===== config.mk =====
export PLATFORM = sky130hd
export DESIGN_NAME = pvp_serial_nvm_program_port
export DESIGN_NICKNAME = d
export VERILOG_FILES = /design/src/hw/pvp_serial_nvm_program_port.v /design/src/hw/pvp_sync.v /design/src/hw/pvp_addr_ptr.v
export VERILOG_INCLUDE_DIRS = /design/src /design/src/hw
export SDC_FILE = /design/constraint.sdc
export NUM_CORES = 1
export LEC_CHECK = 0
export ABC_AREA = 1
export CORE_ASPECT_RATIO = 1.25
export CORE_MARGIN = 2
export CORE_UTILIZATION = 58
export DETAILED_ROUTE_END_ITERATION = 16
export DONT_BUFFER_PORTS = 1
export PLACE_DENSITY = 0.81
export SLEW_MARGIN = 20
export SYNTH_ARGS = -nofsm -noshare
export SYNTH_HDL_FRONTEND = slang
export SYNTH_SLANG_ARGS = --single-unit

===== constraint.sdc =====
create_clock -name i_mclk -period 1.7 [get_ports i_mclk]
set_input_delay 0.255 -clock i_mclk [delete_from_list [all_inputs] [get_ports i_mclk]]
set_output_delay 0.255 -clock i_mclk [all_outputs]
set_load 0.01 [all_outputs]

===== src/hw/pvp_consts.vh =====
// constants for the serial nvm program port
`ifndef PVP_CONSTS_VH
`define PVP_CONSTS_VH

`define PVP_CMD_BITS      6'h08
`define PVP_PAY_BITS      6'h18
`define PVP_KEY_BITS      6'h20
`define PVP_CNT_W         6

`define PVP_CMD_LOAD_PC   8'h80
`define PVP_CMD_BULK_ERA  8'h18
`define PVP_CMD_ROW_ERA   8'hF0
`define PVP_CMD_LOAD_D0   8'h00
`define PVP_CMD_LOAD_D1   8'h02
`define PVP_CMD_READ_D0   8'hFC
`define PVP_CMD_READ_D1   8'hFE
`define PVP_CMD_INC_ADDR  8'hF8
`define PVP_CMD_PROG_INT  8'hE0
`define PVP_CMD_PROG_EXT  8'hC0
`define PVP_CMD_END_EXT   8'h82
`define PVP_CMD_J_BIT     1

`define PVP_PAY_DATA_LSB  1
`define PVP_RD_PAD_BITS   8

`endif


===== src/hw/pvp_serial_nvm_program_port.v =====
// serial program/verify port: mode entry, command decode, payloads
//
// Behaviour
// - bits travel msb first, change after rise
// - entry resets logic, tristates io, clears pointer
// - high-voltage session ends when low-voltage select pin goes high
// - 32-bit key, 31 compared, last clock enters
// - key shifted msb first, upper 31 bits must match
// - low-voltage session ends when pin goes low
// - key entry only while enable bit set
// - enable bit cleared only in high-voltage session
// - every command is one eight-bit byte
// - payload: start, pads, data msb first, stop
// - 0x80 loads pointer from payload
// - 0x18 bulk erase unless external cycle open, no payload
// - 0xF0 erases row at pointer
// - 0x00/0x02 load latch, bit1 increments
// - 0xFC/0xFE read word, bit1 increments
// - 0xF8 increments pointer
// - 0xE0 starts internally timed programming
// - 0xC0 begins, 0x82 ends external programming
// - host clocks; both sample on falling edge
// - drive on first fall, release after 24th
`timescale 1ns/10ps
`default_nettype none
`include "pvp_consts.vh"

module pvp_serial_nvm_program_port #(
	parameter ADDR_W    = 16,
	parameter DATA_W    = 14,
	// entry key value is arbitrary
	parameter ENTRY_KEY = 32'h5A3C_96E1
) (
	input  wire              i_mclk,
	input  wire              i_resetn,
	input  wire              i_prog_clock_in,
	input  wire              i_prog_data_in,
	input  wire              i_mode_select_low,
	input  wire              i_mode_select_hv,
	input  wire              i_low_voltage_prog_enable,
	input  wire [DATA_W-1:0] i_nvm_rd_data,
	output reg               o_prog_data_out,
	output reg               o_prog_data_oe_n,
	output reg               o_prog_mode,
	output reg               o_hv_session,
	output reg               o_logic_reset_hold,
	output reg               o_io_hiz,
	output reg               o_lvp_clear_allow,
	output wire [ADDR_W-1:0] o_nvm_address_pointer,
	output reg               o_latch_wr,
	output reg  [DATA_W-1:0] o_latch_data,
	output reg               o_bulk_erase,
	output reg               o_row_erase,
	output reg               o_prog_int_start,
	output reg               o_prog_ext_start,
	output reg               o_prog_ext_end
);

	localparam [1:0] ST_CMD  = 2'b00;
	localparam [1:0] ST_WPAY = 2'b01;
	localparam [1:0] ST_RPAY = 2'b10;

	localparam [`PVP_CNT_W-1:0] CNT_ONE = 6'h01;

	// pin synchronisers
	wire [3:0] pins_s;
	wire       clk_s;
	wire       dat_s;
	wire       ms_low_s;
	wire       ms_hv_s;

	pvp_sync #(
		.WIDTH (4)
	) u_sync (
		.i_mclk   (i_mclk),
		.i_resetn (i_resetn),
		.i_async  ({i_mode_select_hv, i_mode_select_low, i_prog_data_in, i_prog_clock_in}),
		.o_sync   (pins_s)
	);

	assign clk_s    = pins_s[0];
	assign dat_s    = pins_s[1];
	assign ms_low_s = pins_s[2];
	assign ms_hv_s  = pins_s[3];

	reg clk_prev_q;
	reg hv_prev_q;

	wire clk_fall = clk_prev_q & ~clk_s;
	wire clk_rise = ~clk_prev_q & clk_s;
	wire hv_rise  = ~hv_prev_q & ms_hv_s;

	// state
	reg [1:0]            st_q;
	reg [1:0]            st_d;
	reg [`PVP_CNT_W-1:0] cnt_q;
	reg [`PVP_CNT_W-1:0] cnt_d;
	reg [31:0]           sh_q;
	reg [31:0]           sh_d;
	reg                  mode_q;
	reg                  mode_d;
	reg                  hv_q;
	reg                  hv_d;
	reg                  ext_busy_q;
	reg                  ext_busy_d;
	reg                  pay_pc_q;
	reg                  pay_pc_d;
	reg                  j_q;
	reg                  j_d;
	reg [23:0]           rd_sh_q;
	reg [23:0]           rd_sh_d;
	reg                  out_d;
	reg                  oe_n_d;

	// one-cycle actions
	reg              ptr_clr;
	reg              ptr_load;
	reg              ptr_inc;
	reg [ADDR_W-1:0] ptr_val;
	reg              latch_wr_d;
	reg [DATA_W-1:0] latch_data_d;
	reg              bulk_d;
	reg              row_d;
	reg              pint_d;
	reg              pext_d;
	reg              pend_d;

	// shifted-in values including the bit just sampled
	reg [31:0] sh_next;
	reg [7:0]  cmd;
	reg [23:0] pay;

	pvp_addr_ptr #(
		.ADDR_W (ADDR_W)
	) u_ptr (
		.i_mclk     (i_mclk),
		.i_resetn   (i_resetn),
		.i_clear    (ptr_clr),
		.i_load     (ptr_load),
		.i_load_val (ptr_val),
		.i_inc      (ptr_inc),
		.o_addr     (o_nvm_address_pointer)
	);

	always @* begin
		sh_next      = {sh_q[30:0], dat_s};
		cmd          = sh_next[7:0];
		pay          = sh_next[23:0];
		st_d         = st_q;
		cnt_d        = cnt_q;
		sh_d         = sh_q;
		mode_d       = mode_q;
		hv_d         = hv_q;
		ext_busy_d   = ext_busy_q;
		pay_pc_d     = pay_pc_q;
		j_d          = j_q;
		rd_sh_d      = rd_sh_q;
		out_d        = o_prog_data_out;
		oe_n_d       = o_prog_data_oe_n;
		ptr_clr      = 1'b0;
		ptr_load     = 1'b0;
		ptr_inc      = 1'b0;
		ptr_val      = pay[`PVP_PAY_DATA_LSB +: ADDR_W];
		latch_wr_d   = 1'b0;
		latch_data_d = o_latch_data;
		bulk_d       = 1'b0;
		row_d        = 1'b0;
		pint_d       = 1'b0;
		pext_d       = 1'b0;
		pend_d       = 1'b0;

		if (!mode_q) begin
			if (hv_rise) begin
				// high-voltage entry, allowed regardless of enable bit
				mode_d = 1'b1;
				hv_d   = 1'b1;
			end else if (ms_low_s && i_low_voltage_prog_enable) begin
				if (clk_fall) begin
					sh_d = sh_next;
					if (cnt_q != `PVP_KEY_BITS)
						cnt_d = cnt_q + CNT_ONE;
					// last bit is a don't-care, its clock enters the mode
					if (cnt_q >= (`PVP_KEY_BITS - CNT_ONE) &&
					    sh_next[31:1] == ENTRY_KEY[31:1]) begin
						mode_d = 1'b1;
						hv_d   = 1'b0;
					end
				end
			end else begin
				cnt_d = {`PVP_CNT_W{1'b0}};
			end
			if (mode_d) begin
				// entry resets pointer, state, counter, shifter and output drive
				ptr_clr    = 1'b1;
				st_d       = ST_CMD;
				cnt_d      = {`PVP_CNT_W{1'b0}};
				sh_d       = 32'h0000_0000;
				ext_busy_d = 1'b0;
				oe_n_d     = 1'b1;
				out_d      = 1'b0;
			end
		end else if ((hv_q && ms_low_s) || (!hv_q && !ms_low_s)) begin
			mode_d     = 1'b0;
			hv_d       = 1'b0;
			st_d       = ST_CMD;
			cnt_d      = {`PVP_CNT_W{1'b0}};
			ext_busy_d = 1'b0;
			oe_n_d     = 1'b1;
			out_d      = 1'b0;
		end else begin
			case (st_q)
				ST_CMD: begin
					if (clk_fall) begin
						sh_d  = sh_next;
						cnt_d = cnt_q + CNT_ONE;
						if (cnt_q == (`PVP_CMD_BITS - CNT_ONE)) begin
							cnt_d = {`PVP_CNT_W{1'b0}};
							j_d   = cmd[`PVP_CMD_J_BIT];
							case (cmd)
								`PVP_CMD_LOAD_PC: begin
									st_d     = ST_WPAY;
									pay_pc_d = 1'b1;
								end
								`PVP_CMD_LOAD_D0, `PVP_CMD_LOAD_D1: begin
									st_d     = ST_WPAY;
									pay_pc_d = 1'b0;
								end
								`PVP_CMD_READ_D0, `PVP_CMD_READ_D1: begin
									st_d    = ST_RPAY;
									rd_sh_d = {1'b0, {`PVP_RD_PAD_BITS{1'b0}}, i_nvm_rd_data, 1'b0};
								end
								`PVP_CMD_BULK_ERA: begin
									// no bulk erase while an external programming cycle is open
									bulk_d = ~ext_busy_q;
								end
								`PVP_CMD_ROW_ERA: begin
									row_d = 1'b1;
								end
								`PVP_CMD_INC_ADDR: begin
									ptr_inc = 1'b1;
								end
								`PVP_CMD_PROG_INT: begin
									pint_d = 1'b1;
								end
								`PVP_CMD_PROG_EXT: begin
									pext_d     = 1'b1;
									ext_busy_d = 1'b1;
								end
								`PVP_CMD_END_EXT: begin
									// nop when no external cycle is open
									pend_d     = ext_busy_q;
									ext_busy_d = 1'b0;
								end
								default: begin
									st_d = ST_CMD;
								end
							endcase
						end
					end
				end
				ST_WPAY: begin
					if (clk_fall) begin
						sh_d  = sh_next;
						cnt_d = cnt_q + CNT_ONE;
						if (cnt_q == (`PVP_PAY_BITS - CNT_ONE)) begin
							cnt_d = {`PVP_CNT_W{1'b0}};
							st_d  = ST_CMD;
							if (pay_pc_q) begin
								ptr_load = 1'b1;
							end else begin
								// framing bits dropped, data sits above stop bit
								latch_wr_d   = 1'b1;
								latch_data_d = pay[`PVP_PAY_DATA_LSB +: DATA_W];
								ptr_inc      = j_q;
							end
						end
					end
				end
				ST_RPAY: begin
					if (clk_fall) begin
						cnt_d = cnt_q + CNT_ONE;
						if (cnt_q == {`PVP_CNT_W{1'b0}}) begin
							oe_n_d = 1'b0;
							out_d  = rd_sh_q[23];
						end
						if (cnt_q == (`PVP_PAY_BITS - CNT_ONE)) begin
							oe_n_d  = 1'b1;
							out_d   = 1'b0;
							cnt_d   = {`PVP_CNT_W{1'b0}};
							st_d    = ST_CMD;
							ptr_inc = j_q;
						end
					end else if (clk_rise && !o_prog_data_oe_n) begin
						// next bit goes out after the host's rising edge
						rd_sh_d = {rd_sh_q[22:0], 1'b0};
						out_d   = rd_sh_q[22];
					end
				end
				default: begin
					st_d  = ST_CMD;
					cnt_d = {`PVP_CNT_W{1'b0}};
				end
			endcase
		end
	end

	always @(posedge i_mclk) begin
		if (!i_resetn) begin
			clk_prev_q       <= 1'b0;
			hv_prev_q        <= 1'b0;
			st_q             <= ST_CMD;
			cnt_q            <= {`PVP_CNT_W{1'b0}};
			sh_q             <= 32'h0000_0000;
			mode_q           <= 1'b0;
			hv_q             <= 1'b0;
			ext_busy_q       <= 1'b0;
			pay_pc_q         <= 1'b0;
			j_q              <= 1'b0;
			rd_sh_q          <= 24'h00_0000;
			o_prog_data_out  <= 1'b0;
			o_prog_data_oe_n <= 1'b1;
			o_prog_mode      <= 1'b0;
			o_hv_session     <= 1'b0;
			o_logic_reset_hold <= 1'b0;
			o_io_hiz         <= 1'b0;
			o_lvp_clear_allow <= 1'b0;
			o_latch_wr       <= 1'b0;
			o_latch_data     <= {DATA_W{1'b0}};
			o_bulk_erase     <= 1'b0;
			o_row_erase      <= 1'b0;
			o_prog_int_start <= 1'b0;
			o_prog_ext_start <= 1'b0;
			o_prog_ext_end   <= 1'b0;
		end else begin
			clk_prev_q       <= clk_s;
			hv_prev_q        <= ms_hv_s;
			st_q             <= st_d;
			cnt_q            <= cnt_d;
			sh_q             <= sh_d;
			mode_q           <= mode_d;
			hv_q             <= hv_d;
			ext_busy_q       <= ext_busy_d;
			pay_pc_q         <= pay_pc_d;
			j_q              <= j_d;
			rd_sh_q          <= rd_sh_d;
			o_prog_data_out  <= out_d;
			o_prog_data_oe_n <= oe_n_d;
			o_prog_mode      <= mode_d;
			o_hv_session     <= mode_d & hv_d;
			o_logic_reset_hold <= mode_d;
			o_io_hiz         <= mode_d;
			o_lvp_clear_allow <= mode_d & hv_d;
			o_latch_wr       <= latch_wr_d;
			o_latch_data     <= latch_data_d;
			o_bulk_erase     <= bulk_d;
			o_row_erase      <= row_d;
			o_prog_int_start <= pint_d;
			o_prog_ext_start <= pext_d;
			o_prog_ext_end   <= pend_d;
		end
	end

endmodule

`default_nettype wire


===== src/hw/pvp_sync.v =====
// two-flop synchroniser for pin inputs
`timescale 1ns/10ps
`default_nettype none

module pvp_sync #(
	parameter WIDTH = 1
) (
	input  wire             i_mclk,
	input  wire             i_resetn,
	input  wire [WIDTH-1:0] i_async,
	output reg  [WIDTH-1:0] o_sync
);

	reg [WIDTH-1:0] meta_q;

	always @(posedge i_mclk) begin
		if (!i_resetn) begin
			meta_q <= {WIDTH{1'b0}};
			o_sync <= {WIDTH{1'b0}};
		end else begin
			meta_q <= i_async;
			o_sync <= meta_q;
		end
	end

endmodule

`default_nettype wire


===== src/hw/pvp_addr_ptr.v =====
// auto-incrementing nvm address pointer
`timescale 1ns/10ps
`default_nettype none

module pvp_addr_ptr #(
	parameter ADDR_W = 16
) (
	input  wire              i_mclk,
	input  wire              i_resetn,
	input  wire              i_clear,
	input  wire              i_load,
	input  wire [ADDR_W-1:0] i_load_val,
	input  wire              i_inc,
	output reg  [ADDR_W-1:0] o_addr
);

	// clear beats load beats increment
	always @(posedge i_mclk) begin
		if (!i_resetn) begin
			o_addr <= {ADDR_W{1'b0}};
		end else if (i_clear) begin
			o_addr <= {ADDR_W{1'b0}};
		end else if (i_load) begin
			o_addr <= i_load_val;
		end else if (i_inc) begin
			o_addr <= o_addr + {{(ADDR_W-1){1'b0}}, 1'b1};
		end
	end

endmodule

`default_nettype wire


; ---- Word level (Yosys, flattened, before mapping)
; Index checks and enable logic that the tools add are counted.
[classes]
n_addsub = 2
order_cmp = 1
eq_ne = 39
muxes = 94
n_bitwise = 19
reduce_logical = 38
[ops]
columns = op, n
row1 = 2-to-1 mux 32 bit, 7
row2 = 2-to-1 mux 24 bit, 5
row3 = 2-to-1 mux 6 bit, 11
row4 = == test 8 bit (second input constant), 8
row5 = 2-to-1 mux 1 bit, 55
row6 = case mux 24 bit (2 select lines), 1
row7 = 2-to-1 mux 16 bit, 2
row8 = == test 31 x 30 -> 1 bit (second input constant), 1
row9 = AND reduction 6 bit, 3
row10 = OR reduction 6 bit, 3
row11 = adder 16 x 1 -> 16 bit (second input constant), 1
row12 = NOT 1 bit, 15
row13 = AND reduction 5 bit, 3
row14 = 2-to-1 mux 2 bit, 7
row15 = OR reduction 7 bit, 2
row16 = != test 2 bit (second input constant), 6
row17 = != test 3 x 1 -> 1 bit (second input constant), 4
row18 = != test 4 x 2 -> 1 bit (second input constant), 3
row19 = != test 4 bit (second input constant), 3
row20 = case mux 6 bit (2 select lines), 1
row21 = AND reduction 4 bit, 3
row22 = OR reduction 2 bit, 5
row23 = == test 8 x 2 -> 1 bit (second input constant), 1
row24 = == test 8 x 5 -> 1 bit (second input constant), 1
row25 = 27 further kinds, 42
[word_totals]
register_bits = 118
in_bits = 21
output_inout_bits = 43
wordCells = 217

; ---- Depth between registers and ports, before layout
; Gate-level depths: netlist (run 1).
[logic_depth]
depth_word = 10
ltp_mapped = 13
mapped_depth_nobuf = 13

; ---- By module
; Synthesis (run 1) repeated with hierarchy kept, for this count alone.
[unflattened]
cells_unflattened = 869
hier_area_um2 = 5973.2
[by_module_without_submodules]
columns = mod, instances, cells_each, area_per_inst_um2, seq_area_each_um2
row1 = pvp_serial_nvm_program_port, 1, 687, 4694.5, 1841.8
row2 = pvp_addr_ptr, 1, 157, 1053.5, 320.3
row3 = pvp_sync, 1, 25, 225.2, 160.2

; ---- Least setup slack after synthesis (run 1)
; OpenSTA, ideal clock, no wires.
[synth_path]
path_type = flip-flop to flip-flop
start = register u_sync.o_sync[2]
end = register o_latch_data[5]
setup_ps = 120
t_arrival_ps = 1668
required_time_ps = 1580
slack_ps = -88
path_stages_with_launch = 10
period_less_slack_ps = 1788
cell_sequence = dfxtp_1 -> inv_1 -> ha_1 -> inv_1 -> nand2_4 -> nor2_4 -> inv_1 -> nor3_4 -> buf_2 -> a21oi_1
[synth_via]
elab_chain_len = 5
elab_cells_between_ends = 6
cone_classes = bitwise (1) / reduce/logical (5)
[synth_rtl]
columns = item, line
row1 = "start, declared", pvp_sync.v:11  ; output reg [WIDTH-1:0] o_sync
row2 = "start signal, assigned", pvp_sync.v:19  ; o_sync <= {WIDTH{1'b0}};
row3 = "start signal, assigned", pvp_sync.v:22  ; o_sync <= meta_q;
row4 = zero test 1 bit, pvp_serial_nvm_program_port.v:202  ; end else if ((hv_q && ms_low_s) || (!hv_q && !ms_low_s)) begin
row5 = logical AND 1 bit, pvp_serial_nvm_program_port.v:202
row6 = logical OR 1 bit *, pvp_serial_nvm_program_port.v:202
row7 = NOT 1 bit (no source line) *, n/a
row8 = AND reduction 6 bit (no source line) *, n/a
row9 = "end signal, assigned", pvp_serial_nvm_program_port.v:328  ; o_latch_data <= {DATA_W{1'b0}};
row10 = "end signal, assigned", pvp_serial_nvm_program_port.v:354  ; o_latch_data <= latch_data_d;
row11 = "end, declared", pvp_serial_nvm_program_port.v:51  ; output reg [DATA_W-1:0] o_latch_data,
; Mark *: on every way between the ends. The rest lies on a longest branch, timed or not.
; A chain may end at the register's enable or synchronous reset.

; ---- Worst setup path in the final report (run 1)
[layout_path]
start = register sh_q[2]
end = register sh_q[16]
[layout_via]
elab_chain_len = 9
elab_cells_between_ends = 12
cone_classes = eq/ne (2) / mux (7) / reduce/logical (3)
[layout_rtl]
columns = item, line
row1 = "start, declared", pvp_serial_nvm_program_port.v:98  ; reg [31:0] sh_q;
row2 = "start signal, assigned", pvp_serial_nvm_program_port.v:313  ; sh_q <= 32'h0000_0000;
row3 = "start signal, assigned", pvp_serial_nvm_program_port.v:339  ; sh_q <= sh_d;
row4 = == test 31 x 30 -> 1 bit *, pvp_serial_nvm_program_port.v:184  ; sh_next[31:1] == ENTRY_KEY[31:1]) begin
row5 = logical AND 1 bit *, pvp_serial_nvm_program_port.v:183  ; if (cnt_q >= (`PVP_KEY_BITS - CNT_ONE) &&
row6 = 2-to-1 mux 1 bit *, pvp_serial_nvm_program_port.v:183
row7 = 2-to-1 mux 1 bit *, pvp_serial_nvm_program_port.v:178  ; if (clk_fall) begin
row8 = 2-to-1 mux 1 bit *, pvp_serial_nvm_program_port.v:177  ; end else if (ms_low_s && i_low_voltage_prog_enable) begin
row9 = 2-to-1 mux 1 bit *, pvp_serial_nvm_program_port.v:173  ; if (hv_rise) begin
row10 = 2-to-1 mux 1 bit *, pvp_serial_nvm_program_port.v:172  ; if (!mode_q) begin
row11 = != test 3 x 1 -> 1 bit (no source line) (tied with other cells), n/a
row12 = AND reduction 4 bit (no source line) or 2-to-1 mux 32 bit (tied branches), n/a
; Mark *: on every way between the ends. The rest lies on a longest branch, timed or not. The select of a mux whose other input is x is not followed.

==> impl_metrics.yaml, run 1 <==
outcome:
  outcome: "finished with violations"
  violations: "negative setup slack"
sta:
  finalSetupViolations: 59
  slew_headroom_pct: 65.1
  finClkSkew_ns: 0.00861
  layout_min_cycle_time_ns: 1.83
  finalCritPeriodShare_pct: 108
  finalHoldViolations: 0
  rsz0062_at_grt: "yes"
  fmax_mhz: 546
  fin_ws_ns: -0.133
  worst-slew-pin-transition_ns: 0.522
  drv_slew: 0
critical_path:
  reg2regPathDepth: 9
  path_buf_inv: 1
  r2r_end: "sh_q[16]"
  path_depth: 9
  path_cells: "nor2_1, nand4_1, nor2_4, nand2_4, nand2_4, a21oi_4, buf_4, nand2_1, a21oi_1"
  r2r_slack_ns: -0.13
  critPathMaxFanout: 7
  crit_start: "sh_q[2]"
  crit_top_cell: "nand2_4"
  crit_arrival_ns: 2.17
  crit_end: "sh_q[16]"
  critPathRequiredTime_ns: 2.04
  crit_family: "flip-flops"
  cpMaxStageDelayCell: "dfxtp_1"
  reg2reg_from: "sh_q[2]"
  crit_type: "flop to flop"
  cpPeakStageDelay_ns: 0.56
  worst_setup_path_start_kind: "flop"
  endpoint_kind: "flop"
logic_synthesis:
  synth_ff_type: "dfxtp_1"
  synth.distinct_cells: 38
  async_flop_share_pct: 0
  netlist_instances: 894
  avgSynthCellArea_sq_um: 6.70
  synth_edf_count: 0
  synth_seq_cells: 116
  yosysSeqAreaShare_pct: 38.8
  synth_area_sq_mm: 0.00599
  synth_warnings: 0
  synth_nets: 923
power:
  finalPower_mw: 7.13
  p_sw_mw: 1.91
  pwr-share-clk_pct: 49.5
  p_seq_share_pct: 39.7
  leakage_nw: 3.32
  peakVddDrop_uv: 800
  powerDensity_mw_per_mm2: 888
  pwr-share-comb_pct: 10.7
  internal_power_mw: 5.22
  p_sw_share_pct: 26.7
finish:
  layout-drive-gt1-share_pct: 26.9
  regArea_sq_mm: 0.00234
  area_growth_pct: 34.1
  most-common-layout-cells: "220 x nand2_1, 107 x nor2_1, 107 x dfxtp_1"
  num-nets-final: 1014
  multi_input_area_sq_mm: 0.00350
  design_area_sq_mm: 0.00803
  fillCellCount: 643
  layout_commonest_cell: "nand2_1"
  antenna_cells: 0
global_route:
  grt_pass1_wl_microns: 27100
  grt_usage_pct: 30.7
  globalRouteOverflowTotal: 0
  grt_pass1_vias: 5847
  grt_max_degree: 52
  antenna_found_initial: 0
hold_path:
  hold_depth: 2
  hold_path.class: "input port to flop"
clock_tree:
  clk_pin_slew_ns: 0.06
  clkLatencyLatePin_ns: 0.42
  htreeDepth: 4
  cts_made_buffers: 17
  cts.path.max_buffers: 2
  cts_sinks: 116
  cts_tree: "built"
  cts-root-buf: "clkbuf_16"
detailed_routing:
  drt_wl_total_microns: 19900
  firstDrtPassIters: 6
  drt_iter0_drc: 667
  vias_per_cell: 5.82
  drc: 0
  wl_per_cell_microns: 17.7
  vias: 6561
  ant_nets: 0
place:
  gp_congestion: 0.925
  placed_area_sq_mm: 0.00666
  io_buffers: 0
  hpwl_microns: 10600
floorplanning:
  num_rows: 41
  design.core.area_sq_mm: 0.0101
  die_h_microns: 118
  die-area_sq_mm: 0.0112
  io_pins: 64
  die_x_microns: 94.9
  start_util_pct: 59.6
run:
  maxCapViolations: 0
[power by group through the flow]
| stage | Sequential, mW | Combinational [mW] | Clock, mW |
|---|---|---|---|
| 3_3_place_gp | 2.88 | 0.537 | 0 |
| 4_1_cts | 2.83 | 0.628 | 3.51 |
| 5_1_grt | 2.84 | 0.821 | 3.63 |
| 2_1_floorplan | 2.89 | 0.357 | 0 |
| 3_5_place_dp | 2.88 | 0.547 | 0 |
| 6_report | 2.83 | 0.764 | 3.53 |
[stage by stage]
stage	cells	utilization [%]	TNS, ns	worst slack (ns)	hold slack (ns)
2_1_floorplan	894	-	-0.108	-0.0156	0.353
5_1_grt	1127	79.9	-8.36	-0.225	0.0926
3_3_place_gp	1073	66.3	-1.74	-0.0881	0.355
4_1_cts	1119	74.7	-0.315	-0.0450	0.0535
6_report	1127	79.9	-2.76	-0.133	0.0669
3_5_place_dp	1073	66.3	-3.77	-0.144	0.357
[cell usage after synthesis (4+ instances only)]
cell type / count / area share, %
nor3_1: 15 / 1.3
nor2_4: 4 / 0.75
buf_4: 9 / 1.1
buf_6: 7 / 1.3
nand2_1: 231 / 14
nor2_1: 124 / 7.8
inv_2: 8 / 0.50
a21oi_1: 70 / 5.8
o21ai_1: 4 / 0.33
clkbuf_1: 18 / 1.1
nand3_1: 50 / 4.2
ha_1: 8 / 1.7
o22ai_1: 14 / 1.5
buf_2: 4 / 0.33
nand2_2: 6 / 0.63
dfxtp_1: 116 / 39
o21ai_0: 70 / 5.8
nand4_1: 17 / 1.8
inv_1: 81 / 5.1
nand2_4: 7 / 1.3
xor2_1: 6 / 0.88
[final cells by class]
class	instances	share of cell area, %
Multi-Input combinational cell	645	43.6
Clock inverter	12	1.50
Tap cell	129	2.01
Timing Repair Buffer	113	13.4
Sequential cell	116	29.1
Clock buffer	20	5.81
Inverter	92	4.61
[metal layers]
layer	GRT usage, %	wire (microns)	part of all wire, %	up-vias
met5	0	0	0	-
met2	52.7	10000	50	370
met1	34.2	7230	36	3009
li1	-	-	-	3074
met3	7.62	1590	8.0	108
met4	16.0	1100	5.5	0
[repair_timing]
item                                    in CTS  in global routing
resized for setup                           39                109
buffers inserted                             4                  5
pin swaps                                   12                 41
cloned                                       1                  4
hold buffers                                 9                  0
hold endpoints to repair                    45                  0
endpoints found under the setup margin      80                104
[sequential cells by signal, indices dropped and copies added, names as in the netlist, 2 cells and up]
| register | count |
|---|---|
| cnt_q | 6 |
| rd_sh_q | 23 |
| sh_q | 31 |
| u_sync.meta_q | 4 |
| u_sync.o_sync | 4 |
| u_ptr.o_addr | 16 |
| st_q | 2 |
| o_latch_data | 14 |
[cell families after synthesis]
group	count (synthesis)	synth area share (%)
buf+inv	133	9.92
fa+ha+maj	8	1.67
flops	116	38.8
compound gates	163	14.3
simple gates	465	34.0
xor+xnor	9	1.32
[worst min-delay path by stage]
stage | slack [ns] | endpoint | start
floorplan | 0.35 | u_sync.meta_q[0] | i_prog_clock_in
global placement | 0.35 | u_sync.meta_q[3] | i_mode_select_hv
detailed placement | 0.36 | u_sync.meta_q[2] | i_mode_select_low
CTS | 0.05 | o_bulk_erase | i_resetn
global route | 0.09 | o_row_erase | i_resetn
finish | 0.07 | o_bulk_erase | i_resetn
No activity file was read; power rests on OpenSTA's default activity.
==> run 2: changes to the inputs <==
--- a/config.mk
+++ b/config.mk
@@ -7,13 +7,14 @@
 export NUM_CORES = 1
 export LEC_CHECK = 0
 export ABC_AREA = 1
+export BUFFER_PORTS_ARGS = -buffer_cell sky130_fd_sc_hd__buf_2
 export CORE_ASPECT_RATIO = 1.25
 export CORE_MARGIN = 2
-export CORE_UTILIZATION = 58
+export CORE_UTILIZATION = 53
 export DETAILED_ROUTE_END_ITERATION = 16
-export DONT_BUFFER_PORTS = 1
 export PLACE_DENSITY = 0.81
 export SLEW_MARGIN = 20
 export SYNTH_ARGS = -nofsm -noshare
 export SYNTH_HDL_FRONTEND = slang
+export SYNTH_HIERARCHICAL = 1
 export SYNTH_SLANG_ARGS = --single-unit
==> run 2 against run 1 <==
Count of clock-buffer cells in the layout decreased by 1. Sequential power decreased by 2%. Largest cell class unchanged. The flow still finishes with violations (negative setup slack). Combinational power decreased by 13%. Core utilization decreased by 0.52 points. Synthesized cell count decreased by 2.8%. Design area increased by 9.0%. Area after synthesis decreased by 0.27%. Cell count increased by 4.8%. Critical endpoint is now u_ptr/o_addr[4]. Fmax decreased by 8.5%. Via count increased by 8.9%.
==> impl_metrics.yaml, run 2 <==
sta:
  finalSetupViolations: 99
  finalHoldViolations: 0
  worst-slew-pin-transition_ns: 0.679
  rsz0062_at_grt: "yes"
  slew_headroom_pct: 54.6
  layout_min_cycle_time_ns: 2.00
  finClkSkew_ns: 0.0121
  fin_ws_ns: -0.302
  drv_slew: 0
  fmax_mhz: 499
  finalCritPeriodShare_pct: 118
outcome:
  outcome: "finished with violations"
  violations: "negative setup slack"
logic_synthesis:
  netlist_instances: 869
  synth.distinct_cells: 40
  avgSynthCellArea_sq_um: 6.87
  synth_area_leader_cell: "dfxtp_1"
  yosysMostFrequentCell: "nand2_1"
  synth_warnings: 6
  synth_ff_type: "dfxtp_1"
  async_flop_share_pct: 0
  synth.area.top_cells: "dfxtp_1 39%, nand2_1 14%, a21oi_1 6.1%"
  yosysSeqAreaShare_pct: 38.9
  synth_nets: 898
  ys_top_cells_by_count: "225 x nand2_1, 116 x dfxtp_1, 83 x inv_1"
  synth_area_sq_mm: 0.00597
  synth_edf_count: 0
  yosysTopAreaCellShare_pct: 38.9
  synth_seq_cells: 116
critical_path:
  cpPeakStageDelay_ns: 0.34
  critPathRequiredTime_ns: 2.04
  worst_setup_path_start_kind: "flop"
  path_cells: "inv_2, ha_4, nor2_8, inv_4, nor2_1, nand2_1, a21oi_4, nand2_4, inv_6, nand3_2, a31oi_1"
  path_buf_inv: 3
  crit_family: "simple AND/OR/NAND/NOR gates"
  crit_type: "flop to flop"
  endpoint_kind: "flop"
  critPathMaxFanout: 6
  cpMaxStageDelayCell: "dfxtp_2"
  crit_arrival_ns: 2.35
  r2r_slack_ns: -0.30
floorplanning:
  start_util_pct: 54.2
  num_rows: 43
  die_x_microns: 99.0
  die-area_sq_mm: 0.0121
  io_pins: 64
  design.core.area_sq_mm: 0.0110
  die_h_microns: 123
detailed_routing:
  vias: 7146
  drc: 0
  vias_per_cell: 6.05
  firstDrtPassIters: 7
  wl_per_cell_microns: 19.2
  drt_iter0_drc: 725
  drt_wl_total_microns: 22600
  ant_nets: 0
clock_tree:
  cts_made_buffers: 17
  clkLatencyLatePin_ns: 0.44
  cts.path.max_buffers: 2
  clk_pin_slew_ns: 0.06
  cts_sinks: 116
  cts_tree: "built"
  htreeDepth: 4
  cts_hold_buf: 0
  cts-root-buf: "clkbuf_16"
place:
  pre_cts_ws_ns: -0.243
  hpwl_microns: 11000
  io_buffers: 63
  gp_congestion: 0.937
hold_path:
  hold_path.class: "input port to flop"
power:
  powerDensity_mw_per_mm2: 818
  peakVddDrop_uv: 747
  leakage_nw: 3.83
run:
  maxCapViolations: 0
global_route:
  grt_pass1_vias: 6109
  globalRouteOverflowTotal: 0
  antenna_found_initial: 0
  grt_usage_pct: 29.0
  grt_pass1_wl_microns: 28300
  grt_max_degree: 32
finish:
  num-nets-final: 1063
  layout-drive-gt1-share_pct: 39.1
  multi_input_area_sq_mm: 0.00374
  largest_register: "sh_q"
  area_growth_pct: 46.5
  utilization_pct: 79.3
  layout_commonest_cell: "nand2_1"
  antenna_cells: 0
  fillCellCount: 611
  most-common-layout-cells: "206 x nand2_1, 107 x dfxtp_1, 91 x buf_4"
  regArea_sq_mm: 0.00234
  top_regs: "sh_q: 31 flops, rd_sh_q: 23 flops, u_ptr/o_addr: 16 flops"
  largest_register_ff_count: 31
## run 2: changes by cell type in the layout (fill, tap and decap cells not counted), moves of 17 or more
cell,delta
o21ai_2,+17
nand3b_1,+22
o21ai_0,-26
buf_2,+63
nor2_1,-41
## run 2: what timing repair did
action | in CTS | in global routing
gates resized for setup | 34 | 184
cloned | 1 | 13
setup buffers | 6 | 13
endpoints found under the setup margin | 94 | 101
pin swaps | 9 | 49
## run 2: final timing paths
path,from,to,cells after the start
worst max-delay path,u_sync/o_sync[2],u_ptr/o_addr[4],11
worst min-delay path,i_mode_select_low,u_sync/meta_q[2],3
worst max register to register,u_sync/o_sync[2],u_ptr/o_addr[4],11
worst min register to register,u_sync/meta_q[3],u_sync/o_sync[3],2
## run 2: layout make-up
type,count,area share (%)
multi-input cells,619,42.8
flip-flops and latches,116,26.7
repair buffers,186,17.3
clock buffers,19,5.06
inverters,92,4.20
well taps,135,1.93
clock inverters,12,1.79
repair inverters,2,0.229
## run 2: per-layer routing
metal | GRT usage (%) | vias to the layer above | share of wire (%)
met5 | 0 | - | 0
met4 | 14.9 | 0 | 7.9
met3 | 5.92 | 169 | 8.9
met2 | 51.6 | 511 | 49
met1 | 32.5 | 3322 | 34
li1 | - | 3144 | -
## run 2: report_power, final
group          switching, mW  total [mW]  internal, mW
Combinational          0.402       0.664         0.262
Clock                   1.39        3.73          2.34
Sequential            0.0194        2.77          2.75
## run 2: cell families after synthesis
family                     share of synthesized area [%]
AOI/OAI and AO/OA                                   15.5
xor gates and xnor gates                           0.733
adders and majority gates                           1.68
buffers and inverters                               9.70
DFF                                                 38.9
muxes                                              0.503
and+or+nand+nor                                     33.1
## run 2: through the flow
step / TNS (ns) / hold WS [ns] / instance area [sq um] / instances / total power, mW
after floorplan: -0.654 / 0.353 / 6070 / 869 / 3.10
after global placement: -2.05 / 0.396 / 7050 / 1118 / 3.27
after detailed placement: -5.26 / 0.401 / 7050 / 1118 / 3.28
after CTS: -2.88 / 0.0134 / 7850 / 1156 / 6.91
after global routing: -17.51 / 0.0363 / 8750 / 1181 / 7.29
final: -11.50 / 0.0202 / 8750 / 1181 / 7.16
## run 2: worst reg2reg max path: stages, from the launching register on
cell     delay [ns]
dfxtp_2        0.34
inv_2          0.05
ha_4           0.26
nor2_8         0.14
inv_4          0.06
nor2_1         0.14
nand2_1        0.14
a21oi_4        0.26
nand2_4        0.16
inv_6          0.12
nand3_2        0.09
a31oi_1        0.17
==> run 3: changes to the inputs <==
--- a/config.mk
+++ b/config.mk
@@ -12,7 +12,7 @@
 export CORE_MARGIN = 2
 export CORE_UTILIZATION = 53
 export DETAILED_ROUTE_END_ITERATION = 16
-export PLACE_DENSITY = 0.81
+export PLACE_DENSITY = 0.76
 export SLEW_MARGIN = 20
 export SYNTH_ARGS = -nofsm -noshare
 export SYNTH_HDL_FRONTEND = slang
==> run 3 against run 2 <==
The run still ends with negative setup slack left. Count of clock-buffer cells in the layout did not move. Design area decreased by 2.8%. Via count fell by 5.7%. Non-clock buffer count up 3.
==> impl_metrics.yaml, run 3 (synthesis results as in run 2) <==
outcome:
  outcome: "finished with violations"
  violations: "negative setup slack"
detailed_routing:
  drt_iter0_drc: 568
  wl_per_cell_microns: 16.8
  drc: 0
  drt_wl_total_microns: 19800
  vias_per_cell: 5.70
  firstDrtPassIters: 7
  vias: 6738
  ant_nets: 0
critical_path:
  worst_setup_path_start_kind: "flop"
  endpoint_kind: "flop"
  critPathRequiredTime_ns: 2.01
  crit_arrival_ns: 2.34
  crit_type: "flop to flop"
  critPathMaxFanout: 4
place:
  gp_congestion: 0.905
  io_buffers: 63
  placed_area_sq_mm: 0.00710
  hpwl_microns: 10900
sta:
  fmax_mhz: 493
  slew_headroom_pct: 64.4
  finalSetupTns_ns: -11.86
  finalHoldViolations: 0
  fin_ws_ns: -0.328
  rsz0062_at_grt: "yes"
  finClkSkew_ns: 0.00784
  layout_min_cycle_time_ns: 2.03
  finalSetupViolations: 100
  drv_slew: 0
  finalCritPeriodShare_pct: 119
  worst-slew-pin-transition_ns: 0.531
global_route:
  globalRouteOverflowTotal: 0
  grt_usage_pct: 28.9
  grt_pass1_vias: 6034
  antenna_found_initial: 0
  grt_pass1_wl_microns: 28200
  grt_max_degree: 31
clock_tree:
  clkLatencyLatePin_ns: 0.43
  clk_pin_slew_ns: 0.06
  htreeDepth: 4
  cts_made_buffers: 17
  cts_hold_buf: 0
  cts_sinks: 116
  cts.path.max_buffers: 2
  cts-root-buf: "clkbuf_16"
  cts_tree: "built"
floorplanning:
  io_pins: 64
  design.core.area_sq_mm: 0.0110
  die-area_sq_mm: 0.0121
  die_h_microns: 123
  die_x_microns: 99.0
  num_rows: 43
  start_util_pct: 54.2
power:
  finalPower_mw: 7.10
  peakVddDrop_uv: 889
  powerDensity_mw_per_mm2: 835
  leakage_nw: 3.77
finish:
  layout-drive-gt1-share_pct: 35.8
  design_area_sq_mm: 0.00850
  largest_register: "sh_q"
  most-common-layout-cells: "212 x nand2_1, 110 x dfxtp_1, 101 x buf_4"
  top_regs: "sh_q: 31 flops, rd_sh_q: 23 flops, u_ptr/o_addr: 16 flops"
  antenna_cells: 0
  num-nets-final: 1064
  area_growth_pct: 42.3
  largest_register_ff_count: 31
  layout_commonest_cell: "nand2_1"
hold_path:
  hold_path.class: "input port to flop"
run:
  maxCapViolations: 0
==> run 3: repair_timing <==
item | 4_1_cts | 5_1_grt
cloned | 4 | 1
setup endpoints to repair | 78 | 104
pin swaps | 24 | 35
gates resized for setup | 54 | 116
setup buffers | 13 | 6
==> run 3: worst max-delay path: stages, from the launching register on <==
cell and delay [ns]:
dfxtp_2 0.35, ha_4 0.16, nand3_4 0.07, nor3_4 0.32
o2111ai_2 0.23, a21oi_2 0.24, buf_6 0.15, buf_6 0.10
nand2_2 0.05, xor2_1 0.16, a21oi_1 0.09
==> run 3: layer usage <==
metal	GRT usage, %	wire length, microns	up-vias
met1	32.4	7470	3131
met4	13.9	1230	0
met3	5.30	1240	109
met5	0	0	-
met2	52.7	9910	339
li1	-	-	3159
==> run 3: worst paths after layout <==
kind,startpoint,end,slack (ns),cells after the start
setup / recovery,cnt_q[1],u_ptr/o_addr[3],-0.33,10
hold / removal,i_prog_clock_in,u_sync/meta_q[0],0.02,3
setup reg to reg,cnt_q[1],u_ptr/o_addr[3],-0.33,10
hold reg to reg,u_sync/meta_q[3],u_sync/o_sync[3],0.41,2
==> run 3: cell type report <==
class                           instances  area [sq um]
Multi-Input combinational cell        619          3590
Timing Repair Buffer                  189          1430
Clock inverter                         13           171
Tap cell                              135           169
Fill cell                             721          2530
Sequential cell                       116          2330
Inverter                               92           363
Clock buffer                           19           443
==> run 3: through the flow <==
step | cells | setup slack [ns] | util (%) | hold WS (ns)
2_1_floorplan | 869 | -0.0695 | - | 0.353
3_3_place_gp | 1128 | -0.118 | 64.4 | 0.402
3_5_place_dp | 1128 | -0.189 | 64.4 | 0.398
4_1_cts | 1177 | -0.0982 | 73.0 | 0.0114
5_1_grt | 1183 | -0.502 | 77.1 | 0.0363
6_report | 1183 | -0.328 | 77.1 | 0.0239
==> run 3: power by group <==
| part | total [mW] | leakage [nW] | switching, mW | internal, mW |
|---|---|---|---|---|
| sequential | 2.77 | 0.940 | 0.0190 | 2.75 |
| combinational | 0.578 | 2.54 | 0.360 | 0.218 |
| clock | 3.75 | 0.295 | 1.39 | 2.36 |
